[config.mk]
export PLATFORM = sky130hd
export DESIGN_NAME = lpmc_controller
export DESIGN_NICKNAME = d
export VERILOG_FILES = /design/src/lpmc_pkg.sv /design/src/lpmc_counter.sv /design/src/lpmc_controller.sv
export SDC_FILE = /design/constraint.sdc
export NUM_CORES = 1
export LEC_CHECK = 0
export ABC_AREA = 1
export BUFFER_PORTS_ARGS = -buffer_cell sky130_fd_sc_hd__buf_2
export CORE_ASPECT_RATIO = 1.25
export CORE_UTILIZATION = 45
export CTS_BUF_LIST = sky130_fd_sc_hd__clkbuf_8
export DETAILED_ROUTE_END_ITERATION = 7
export PLACE_DENSITY = 0.79
export REMOVE_ABC_BUFFERS = 1
export SKIP_LAST_GASP = 1
export SYNTH_ARGS = -nofsm -noshare
export SYNTH_HDL_FRONTEND = slang
export SYNTH_SLANG_ARGS = --single-unit
[constraint.sdc]
create_clock -name clk_i -period 2.19 [get_ports clk_i]
set_input_delay 0.1095 -clock clk_i [delete_from_list [all_inputs] [get_ports clk_i]]
set_output_delay 0.1095 -clock clk_i [all_outputs]
set_load 0.03 [all_outputs]
[src/lpmc_pkg.sv]
package lpmc_pkg;
	localparam logic [2:0] LPMC_SEL_CLOCK_STOP = 3'h1;
	localparam logic [2:0] LPMC_SEL_IDLE = 3'h3;
	localparam logic [2:0] LPMC_SEL_POWER_GATED = 3'h5;
	localparam logic [2:0] LPMC_SEL_RESET = 3'h0;

	localparam logic [3:0] LPMC_ADDR_STANDBY_CTRL = 4'h0;
	localparam logic [3:0] LPMC_ADDR_STATUS = 4'h4;
	localparam logic [3:0] LPMC_ADDR_RESET_CAUSE = 4'h8;
	localparam logic [3:0] LPMC_ADDR_WARMUP = 4'hc;

	localparam int LPMC_SEL_LSB = 0;
	localparam int LPMC_HOLD_BIT = 8;

	localparam int LPMC_CLK_MHZ = 250;
	localparam int LPMC_GATE_MIN_NS = 45000;
	localparam int LPMC_GATE_MIN_CYC = (LPMC_GATE_MIN_NS * LPMC_CLK_MHZ + 999) / 1000;
	localparam logic [15:0] LPMC_WARMUP_RESET = 16'h0300;

	localparam logic [7:0] LPMC_CAUSE_PIN = 8'h01;
	localparam logic [7:0] LPMC_CAUSE_UNDERVOLT = 8'h02;
	localparam logic [7:0] LPMC_CAUSE_WATCHDOG = 8'h04;
	localparam logic [7:0] LPMC_CAUSE_GATED_WAKE = 8'h08;

	typedef enum logic [6:0] {
		LPMC_ST_NORMAL = 7'h01,
		LPMC_ST_ENTER = 7'h02,
		LPMC_ST_IDLE = 7'h04,
		LPMC_ST_CLK_STOP = 7'h08,
		LPMC_ST_PWR_GATED = 7'h10,
		LPMC_ST_WARMUP = 7'h20,
		LPMC_ST_RESTORE = 7'h40
	} lpmc_state_t;

	typedef struct packed {
		logic periph_irq;
		logic tick_irq;
		logic watchdog_nmi;
		logic undervoltage_nmi;
		logic wake_pin_irq;
		logic calendar_wake_irq;
		logic watchdog_rst;
		logic undervoltage_rst;
	} lpmc_wake_t;

	typedef struct packed {
		logic core_clk_en;
		logic periph_clk_en;
		logic fast_osc_en;
		logic main_supply_en;
		logic port_hold;
		logic sys_clk_en;
		logic core_reset_req;
	} lpmc_ctrl_t;
endpackage : lpmc_pkg

[src/lpmc_counter.sv]
`timescale 1ns/1ps
module lpmc_counter import lpmc_pkg::*; #(
	parameter int WIDTH = 16
) (
	// Clock and reset
	input wire logic clk_i,
	input wire logic rst_b_i,
	// Control
	input wire logic load_i,
	input wire logic [WIDTH-1:0] value_i,
	// Status
	output logic done_o
);
	initial begin
		if (WIDTH < 2) $error("lpmc_counter: WIDTH too small");
	end

	logic [WIDTH-1:0] count;
	wire logic at_zero = (count == '0);
	wire logic [WIDTH-1:0] next_count = load_i ? value_i : (at_zero ? count : count - 1'b1);

	always_ff @(posedge clk_i or negedge rst_b_i) begin
		if (!rst_b_i) begin
			count <= '0;
		end else begin
			count <= next_count;
		end
	end

	assign done_o = at_zero & ~load_i;
endmodule : lpmc_counter

[src/lpmc_controller.sv]
// Added by the designer: strobed register access and the register addresses.
`timescale 1ns/1ps
module lpmc_controller import lpmc_pkg::*; #(
	parameter int WARMUP_WIDTH = 16,
	parameter int GATE_MIN_CYC = LPMC_GATE_MIN_CYC
) (
	// Clock and reset
	input wire logic clk_i,
	input wire logic rst_b_i,
	// Register port
	input wire logic [3:0] reg_addr_i,
	input wire logic [31:0] reg_wdata_i,
	input wire logic reg_wr_i,
	input wire logic reg_rd_i,
	output logic [31:0] reg_rdata_o,
	// Processor core
	input wire logic wait_for_interrupt_instr_i,
	input wire logic wait_for_event_instr_i,
	// Release sources
	input wire lpmc_wake_t wake_i,
	// Port pins to hold
	input wire logic [31:0] port_state_i,
	output logic [31:0] port_state_o,
	// Clock and supply control
	output lpmc_ctrl_t ctrl_o,
	output lpmc_state_t state_o
);
	initial begin
		if (WARMUP_WIDTH < 2 || WARMUP_WIDTH > 16) $error("lpmc_controller: WARMUP_WIDTH out of range");
		if (GATE_MIN_CYC < 1 || GATE_MIN_CYC >= (1 << 16)) $error("lpmc_controller: GATE_MIN_CYC out of range");
	end

	lpmc_state_t state;
	lpmc_state_t next_state;
	logic [2:0] low_power_select;
	logic port_state_hold;
	logic [7:0] reset_cause_flags;
	logic [WARMUP_WIDTH-1:0] warmup_value;
	logic [15:0] gate_count;
	logic wfi_q;
	logic [31:0] held_ports;
	logic [31:0] rdata;
	logic gated_wake_flag;

	// Register decode
	wire logic wr_ctrl = reg_wr_i & (reg_addr_i == LPMC_ADDR_STANDBY_CTRL);
	wire logic wr_cause = reg_wr_i & (reg_addr_i == LPMC_ADDR_RESET_CAUSE);
	wire logic wr_warmup = reg_wr_i & (reg_addr_i == LPMC_ADDR_WARMUP);

	// Release source grouping
	wire logic idle_release = wake_i.periph_irq | wake_i.tick_irq | wake_i.watchdog_nmi
		| wake_i.undervoltage_nmi | wake_i.wake_pin_irq | wake_i.calendar_wake_irq
		| wake_i.watchdog_rst | wake_i.undervoltage_rst;
	// Watchdog, tick and peripheral sources deliberately left out
	wire logic stop_release_irq = wake_i.wake_pin_irq | wake_i.calendar_wake_irq;
	wire logic stop_release_rst = wake_i.undervoltage_rst;
	wire logic stop_release = stop_release_irq | stop_release_rst;

	wire logic sel_idle = (low_power_select == LPMC_SEL_IDLE);
	wire logic sel_clk_stop = (low_power_select == LPMC_SEL_CLOCK_STOP);
	wire logic sel_gated = (low_power_select == LPMC_SEL_POWER_GATED);
	wire logic sel_valid = sel_idle | sel_clk_stop | sel_gated;
	wire logic entry_release = sel_idle ? idle_release : stop_release;

	// Synchronous sample; only the rising edge of the wait indication starts entry
	wire logic wfi_rise = wait_for_interrupt_instr_i & ~wfi_q;
	wire logic warmup_done;
	wire logic warmup_load = (state == LPMC_ST_CLK_STOP || state == LPMC_ST_PWR_GATED) & stop_release_irq;
	wire logic gate_min_met = (gate_count == 16'h0000);

	lpmc_counter #(
		.WIDTH(WARMUP_WIDTH)
	) u_warmup (
		.clk_i(clk_i),
		.rst_b_i(rst_b_i),
		.load_i(warmup_load),
		.value_i(warmup_value),
		.done_o(warmup_done)
	);

	always_comb begin
		next_state = state;
		case (state)
			LPMC_ST_NORMAL: begin
				// Wait-for-event is ignored: there is no event source
				if (wfi_rise & sel_valid) begin
					next_state = LPMC_ST_ENTER;
				end
			end
			LPMC_ST_ENTER: begin
				if (entry_release) begin
					next_state = LPMC_ST_NORMAL;
				end else if (sel_idle) begin
					next_state = LPMC_ST_IDLE;
				end else if (sel_clk_stop) begin
					next_state = LPMC_ST_CLK_STOP;
				end else if (sel_gated) begin
					next_state = LPMC_ST_PWR_GATED;
				end else begin
					next_state = LPMC_ST_NORMAL;
				end
			end
			LPMC_ST_IDLE: begin
				if (idle_release) begin
					next_state = LPMC_ST_NORMAL;
				end
			end
			LPMC_ST_CLK_STOP: begin
				if (stop_release_rst) begin
					next_state = LPMC_ST_NORMAL;
				end else if (stop_release_irq) begin
					next_state = LPMC_ST_WARMUP;
				end
			end
			LPMC_ST_PWR_GATED: begin
				// Early release would upset supply management: hold off until minimum time
				if (gate_min_met & stop_release_rst) begin
					next_state = LPMC_ST_NORMAL;
				end else if (gate_min_met & stop_release_irq) begin
					next_state = LPMC_ST_WARMUP;
				end
			end
			LPMC_ST_WARMUP: begin
				if (warmup_done) begin
					next_state = gated_wake_flag ? LPMC_ST_RESTORE : LPMC_ST_NORMAL;
				end
			end
			LPMC_ST_RESTORE: begin
				next_state = LPMC_ST_NORMAL;
			end
			default: begin
				next_state = LPMC_ST_NORMAL;
			end
		endcase
	end

	// State and capture of the wait edge
	always_ff @(posedge clk_i or negedge rst_b_i) begin
		if (!rst_b_i) begin
			state <= LPMC_ST_NORMAL;
			wfi_q <= 1'b0;
		end else begin
			state <= next_state;
			wfi_q <= wait_for_interrupt_instr_i;
		end
	end

	// Minimum stay in gated stop
	always_ff @(posedge clk_i or negedge rst_b_i) begin
		if (!rst_b_i) begin
			gate_count <= 16'h0000;
		end else if (next_state == LPMC_ST_PWR_GATED && state != LPMC_ST_PWR_GATED) begin
			gate_count <= 16'(GATE_MIN_CYC - 1);
		end else if (!gate_min_met) begin
			gate_count <= gate_count - 16'h0001;
		end
	end

	// Gated-stop wake marker, cleared once the restore step runs
	always_ff @(posedge clk_i or negedge rst_b_i) begin
		if (!rst_b_i) begin
			gated_wake_flag <= 1'b0;
		end else if (state == LPMC_ST_PWR_GATED && next_state == LPMC_ST_WARMUP) begin
			gated_wake_flag <= 1'b1;
		end else if (state == LPMC_ST_RESTORE) begin
			gated_wake_flag <= 1'b0;
		end
	end

	// Software-visible control
	always_ff @(posedge clk_i or negedge rst_b_i) begin
		if (!rst_b_i) begin
			low_power_select <= LPMC_SEL_RESET;
			port_state_hold <= 1'b0;
			warmup_value <= WARMUP_WIDTH'(LPMC_WARMUP_RESET);
		end else begin
			if (wr_ctrl) begin
				low_power_select <= reg_wdata_i[LPMC_SEL_LSB +: 3];
				port_state_hold <= reg_wdata_i[LPMC_HOLD_BIT];
			end
			if (wr_warmup) begin
				warmup_value <= reg_wdata_i[WARMUP_WIDTH-1:0];
			end
		end
	end

	// Cause flags: hardware set wins over a software clear in the same cycle
	wire logic [7:0] cause_set = ((state == LPMC_ST_RESTORE) ? LPMC_CAUSE_GATED_WAKE : 8'h00)
		| ((state != LPMC_ST_NORMAL && wake_i.undervoltage_rst) ? LPMC_CAUSE_UNDERVOLT : 8'h00)
		| ((state == LPMC_ST_IDLE && wake_i.watchdog_rst) ? LPMC_CAUSE_WATCHDOG : 8'h00);
	wire logic [7:0] cause_clr = wr_cause ? reg_wdata_i[7:0] : 8'h00;

	always_ff @(posedge clk_i or negedge rst_b_i) begin
		if (!rst_b_i) begin
			reset_cause_flags <= LPMC_CAUSE_PIN;
		end else begin
			reset_cause_flags <= (reset_cause_flags & ~cause_clr) | cause_set;
		end
	end

	// Port latch follows pins until hold is set and the gated stop, warm-up or restore state runs
	wire logic ports_frozen = port_state_hold & (state == LPMC_ST_PWR_GATED || state == LPMC_ST_WARMUP
		|| state == LPMC_ST_RESTORE);

	always_ff @(posedge clk_i or negedge rst_b_i) begin
		if (!rst_b_i) begin
			held_ports <= 32'h0000_0000;
		end else if (!ports_frozen) begin
			held_ports <= port_state_i;
		end
	end

	// Read data, one cycle after the strobe; unmapped reads return zero
	wire logic [31:0] rd_mux =
		(reg_addr_i == LPMC_ADDR_STANDBY_CTRL) ? {23'h0, port_state_hold, 5'h0, low_power_select} :
		(reg_addr_i == LPMC_ADDR_STATUS) ? {25'h0, state} :
		(reg_addr_i == LPMC_ADDR_RESET_CAUSE) ? {24'h0, reset_cause_flags} :
		(reg_addr_i == LPMC_ADDR_WARMUP) ? {{(32 - WARMUP_WIDTH){1'b0}}, warmup_value} : 32'h0000_0000;

	always_ff @(posedge clk_i or negedge rst_b_i) begin
		if (!rst_b_i) begin
			rdata <= 32'h0000_0000;
		end else if (reg_rd_i) begin
			rdata <= rd_mux;
		end else begin
			rdata <= 32'h0000_0000;
		end
	end

	// Clock and supply outputs per mode
	wire logic in_clk_stop = (state == LPMC_ST_CLK_STOP);
	wire logic in_gated = (state == LPMC_ST_PWR_GATED);
	wire logic in_warmup = (state == LPMC_ST_WARMUP);

	// Idle gates only the core; peripherals apply their own idle-enable bits
	assign ctrl_o.core_clk_en = (state == LPMC_ST_NORMAL || state == LPMC_ST_ENTER);
	assign ctrl_o.periph_clk_en = ~(in_clk_stop | in_gated | in_warmup);
	assign ctrl_o.fast_osc_en = ~(in_clk_stop | in_gated);
	assign ctrl_o.main_supply_en = ~in_gated;
	assign ctrl_o.port_hold = ports_frozen;
	assign ctrl_o.sys_clk_en = ~(in_clk_stop | in_gated | in_warmup);
	// Reset pulse reinitialises cut domains only; backup domain is not wired to it
	assign ctrl_o.core_reset_req = (state == LPMC_ST_RESTORE);

	assign port_state_o = held_ports;
	assign reg_rdata_o = rdata;
	assign state_o = state;
endmodule : lpmc_controller

After elaboration in Yosys (flattened, before gate mapping)
Cells that the tools add are included.
Word-level totals
  flip-flop bits (word level): 133
  input bits: 82
  output and inout port bits: 78
  logic and storage cells: 106
Cells by class
  add/sub/neg operators: 2
  equality and inequality tests: 19
  multiplexer cells: 29
  bitwise operators: 33
  reduce and logical (&&, ||, !) cells: 12
Operators by type and width (count)
  16-bit two-way mux: 9
  7-bit two-way mux: 8
  7-bit case mux with 6 select lines: 1
  16-bit zero test: 2
  16-bit by 1-bit subtractor with 16-bit output (second input constant): 2
  5-bit two-way mux: 4
  7-bit by 5-bit equality test with 1-bit output (second input constant): 2
  7-bit by 6-bit equality test with 1-bit output (second input constant): 2
  1-bit OR: 13
  1-bit AND: 10
  8-bit AND: 1
  4-bit equality test (second input constant): 2
  8-bit two-way mux: 1
  8-bit inverter: 1
  8-bit by 4-bit OR with 8-bit output: 1
  7-bit by 1-bit equality test with 1-bit output (second input constant): 1
  7-bit by 2-bit equality test with 1-bit output (second input constant): 1
  7-bit by 3-bit equality test with 1-bit output (second input constant): 1
  7-bit by 4-bit equality test with 1-bit output (second input constant): 1
  7-bit equality test (second input constant): 1
  7-bit by 1-bit inequality test with 1-bit output (second input constant): 1
  7-bit by 5-bit inequality test with 1-bit output (second input constant): 1
  1-bit inverter: 5
  4-bit by 3-bit equality test with 1-bit output (second input constant): 1
  14 further kinds: 23

Longest topological paths before layout
  depth after elaboration: 13
  depth in mapped cells: 11
  gate-level depth less buffers: 10

Cells and area by module
A second synthesis with hierarchy kept.
Second synthesis, totals
  cells, all modules: 757
  area total of the unflattened synthesis: 5949.5 µm²
Modules (own cells, without submodules)
  lpmc_controller: instances 1, cells an instance 578, area an instance 4739.5 µm², sequential area each 2532.4 µm²
  lpmc_counter: instances 1, cells an instance 179, area an instance 1209.9 µm², sequential area each 400.4 µm²

Worst setup path after synthesis
Ideal clock, no wire load.
  path type: register -> output
  start point: register state[0] (netlist: state_o[0])
  end point: output ctrl_o[5] in the netlist's numbering
  arrival time: 1.835 ns
  data required time: 2.081 ns
  slack: 0.245 ns
  stages on the path, launching flop included: 8
  buffers on the path: 1
  cell sequence: dfstp_2 > inv_2 > nand2_4 > nor2_4 > nand2_4 > nand2_4 > nor2_1 > buf_4
RTL lines
  start, declared: line lpmc_controller.sv:33  | lpmc_state_t state;
  start signal, assigned: line lpmc_controller.sv:143  | state <= next_state;
  end, declared: line lpmc_controller.sv:25  | output lpmc_ctrl_t ctrl_o,

==> metrics list <==
* Status: complete, no violations
* Average via count per standard cell: 4.94
- Relative slew slack: 64.9%
* Flops & latches, synth: 117
- Post-Place Cells: 986
- Count of cells along the worst register-to-register path: 9
- The repair_antennas step left the layout with diodes totalling 0.
- For this run, the top clock speed supported by timing is 0.474 GHz.
- Crit-path max FO: 13
- Worst slew pin tran: approximately 0.53 ns
- Max-slew violation count: 0
- Clock-pin slew was measured on the worst setup and hold paths at approximately 0.07 ns.
* Total length of routed wires: around 15 mm
- Dominant cell type by area after synthesis: sky130_fd_sc_hd__dfrtp_1
- Cell area after synthesis: 5740 µm²
- Routed length per instance: around 14 µm
- The H-tree was split into 4 levels.
- The multi-input combinational cells in the finished layout cover a total of 2280 µm².
* Proportion of synthesized flip-flops having asynchronous set or reset: 100%
- The final hold violation count is 0.
- Synth top area share: between 40% and 50%
- The critical path in this run is classified as register to output pin.
- The die is 128 µm tall.
* Standard-cell row count: 45
- Number of global-route vias before repair: 5260
- Number of antenna-violating nets in the routed design: 0
- Per-instance average area after synthesis: between 8 and 9 µm²
* Routed length on met3: 898 µm
- Once layout is done, the placed cells without fillers occupy 7460 µm².
- Number of sinks on the clock net: approximately 120
- The worst path needs 2.11 ns of the cycle, external delays included.
- The die is 103 µm wide.
- The routed layout has 5288 vias.
* CP Data Required Time: approximately 2.1 ns
- Number of maximum-capacitance constraint violations: 0
* Number of buffers inserted by post-CTS setup repair: 0
- The clock reaches the later pin of the worst-skew pair after 0.44 ns.
- In this run the power density over the cells is 764 nW/µm².
* Die Area: ~13000 µm²
- During I/O placement, the number of pins put on the boundary was 160.
* Clock tree from TritonCTS: built
- Endpoint type of the worst setup path: output pin
- Counting distinct cell types in the post-synthesis netlist gives 40.
- Setup repair after global routing missed its margin: no
* Worst supply voltage drop on vdd: 0.437 mV
- Layout Area Growth over Synthesis: 30.0%
- For this design the static power due to leakage is 3.88 nW.
- Most common library cell in the layout ignoring fill and taps: sky130_fd_sc_hd__nand2_1
- After the flow finishes, the layout carries non-filler instances totaling roughly 1100.
- For this run, design rule violations remaining after detail routing come to 0.
- Worst Setup SP: state_o[1]
* Cell area after placement: approximately 6500 µm²
- At the worst endpoint, the arrival time is 2.00 ns.
* Syn Inst Count: 705
- Buffers from clock root to sink, at most: 2
* Sequential cell area: 2930 µm²
- Buffer type at the clock tree root: sky130_fd_sc_hd__clkbuf_8
- Number of synthesized flops with an enable pin: 0
- Wire length of the first global-routing pass: 24.3 mm
* Initial standard-cell utilization of the core: 46.8%
- In the layout the commonest cells are sky130_fd_sc_hd__nand2_1, sky130_fd_sc_hd__buf_2, sky130_fd_sc_hd__dfrtp_1.
- Counting the fill cells in the layout gives 1032.
- Share of the cycle needed by the critical path after routing: between 90% and 100%
- Highest metal layer with signal wires: met4
- In the final layout, the share of cells above drive strength 1 is between 20% and 30%.
* Total CTS buffers: 17
* Routability congestion estimate: 0.897
- The detailed router put a total of 6.01 mm of wire on met1.
- Pin count of the biggest net entering global routing: 49
* Reg-to-reg critical path startpoint: u_warmup.count[0]
- Worst hold path cell count: 3
- Number of DRC markers after the initial detailed-route iteration: 332
- Number of antenna violations at the first check in global routing: 0
* Worst-case register-to-register setup slack: approximately 0.26 ns
* Critical R2R Capture: u_warmup.count[2]
- After layout, the design draws a total of 5.70 mW.
* Number of buffers inserted by port buffering: 126
* Worst Hold Launch: reg_wdata_i[3]
- Worst setup skew after layout: 0.0146 ns
- Destination of the worst hold path: warmup_value[3]
- Number of failing setup endpoints in the final timing report: 0
- Met2 layer wire length in the routed design: 7.52 mm
* Final-stage net count: roughly 1000
- For this run, the share of the core covered by cells in the final layout is 60.8%.
- Router iterations before antenna repair: 5
- Sequential fraction of the synthesis area: 51.1%
- Most used flip-flop cell after synthesis: sky130_fd_sc_hd__dfrtp_1
* Std-Cell Core Area: 12300 µm²
- STA classifies the critical path startpoint as a register.
- In the global route stage, overall resource usage came out at between 20% and 30%.
* Class of the tightest hold or removal check: input port to register
- For the final routed database, the setup TNS stands at 0 ns.
* DP HPWL: just under 10 mm
- Ranking of synthesized cells by area: sky130_fd_sc_hd__dfrtp_1, sky130_fd_sc_hd__nand2_1, sky130_fd_sc_hd__inv_1, sky130_fd_sc_hd__nor2_1, sky130_fd_sc_hd__o21ai_0
- For this run the aggregate overflow at the end of global routing stands at 0.
- Synth warn: 0
[state kept, by name, indices dropped and copies added, names as in the netlist]
name,count
gate_count,16
gated_wake_flag,1
low_power_select,3
port_state_hold,1
port_state_o,32
reg_rdata_o,16
reset_cause_flags,8
state_o,7
u_warmup.count,16
warmup_value,16
wfi_q,1
[worst max-delay path, cell delays in order, from the launching register on]
cell	delay [ns]
sky130_fd_sc_hd__dfrtp_1	0.44
sky130_fd_sc_hd__inv_1	0.14
sky130_fd_sc_hd__nand2_4	0.08
sky130_fd_sc_hd__inv_2	0.06
sky130_fd_sc_hd__nand2_2	0.08
sky130_fd_sc_hd__nor2_4	0.13
sky130_fd_sc_hd__nand3b_4	0.19
sky130_fd_sc_hd__nand2_8	0.10
sky130_fd_sc_hd__inv_4	0.14
sky130_fd_sc_hd__buf_2	0.21
[how the worst max path moves through the flow]
stage / slack, ns / cells past startpoint / end
final: 0.08 / 9 / ctrl_o[2]
after global routing: 0.003 / 9 / ctrl_o[2]
after CTS: 0.009 / 9 / ctrl_o[2]
after detailed placement: 0.28 / 10 / state_o[5]
after global placement: 0.32 / 10 / state_o[5]
after floorplan: -0.07 / 10 / state_o[0]
[cell usage after synthesis (4+ instances only)]
library cell and n:
sky130_fd_sc_hd__a31oi_1 9, sky130_fd_sc_hd__nor2_2 4, sky130_fd_sc_hd__nor3_1 4, sky130_fd_sc_hd__nand2_1 201
sky130_fd_sc_hd__nor2_1 80, sky130_fd_sc_hd__xnor2_1 4, sky130_fd_sc_hd__buf_4 22, sky130_fd_sc_hd__dfstp_2 4
sky130_fd_sc_hd__xor2_1 11, sky130_fd_sc_hd__inv_1 84, sky130_fd_sc_hd__o21ai_1 9, sky130_fd_sc_hd__o21ai_0 36
sky130_fd_sc_hd__nand4_1 10, sky130_fd_sc_hd__nand2_2 4, sky130_fd_sc_hd__dfrtp_1 113, sky130_fd_sc_hd__nand2_4 5
sky130_fd_sc_hd__nand3_1 30, sky130_fd_sc_hd__buf_6 4, sky130_fd_sc_hd__a21oi_1 28, sky130_fd_sc_hd__inv_2 8
sky130_fd_sc_hd__buf_2 6
[power by group]
| part | internal [mW] | switching, mW |
|---|---|---|
| clock network | 1.34 | 0.888 |
| logic | 0.345 | 0.579 |
| registers | 2.37 | 0.184 |
| total | 4.05 | 1.65 |
[through the flow]
step                worst slack (ns)  hold WS, ns
floorplan                    -0.0666       -0.186
global placement               0.316        0.124
detailed placement             0.275        0.121
CTS                          0.00938       0.0130
global route                 0.00255       0.0469
finish                        0.0796       0.0328
[repair_timing]
action,4_1_cts,5_1_grt
gates resized for setup,0,3
hold buffers,52,0
endpoints found under the setup margin,0,1
hold endpoints to repair,95,0
[per-layer routing]
layer  up-vias  GRT usage [%]
met5         -              0
met4         0           9.28
met3        33           5.45
met2       195           41.4
met1      2502           28.7
li1       2558              -
[layout make-up]
cell class | instances | area share, %
clock buffers | 17 | 3.14
clock inverters | 15 | 2.87
inverters | 94 | 4.76
multi-input cells | 477 | 30.6
flip-flops and latches | 117 | 39.3
well taps | 164 | 2.75
repair buffers | 186 | 16.6
[kinds of logic after synthesis]
family,share of synthesized area (%)
buffers and inverters,10.3
AO/OA/AOI/OAI,8.89
adder cells (fa/ha/maj),0.654
flip-flops,51.1
other,0.0653
AND/OR/NAND/NOR,26.7
XOR/XNOR,2.29
(Power assumes the default switching activity.)
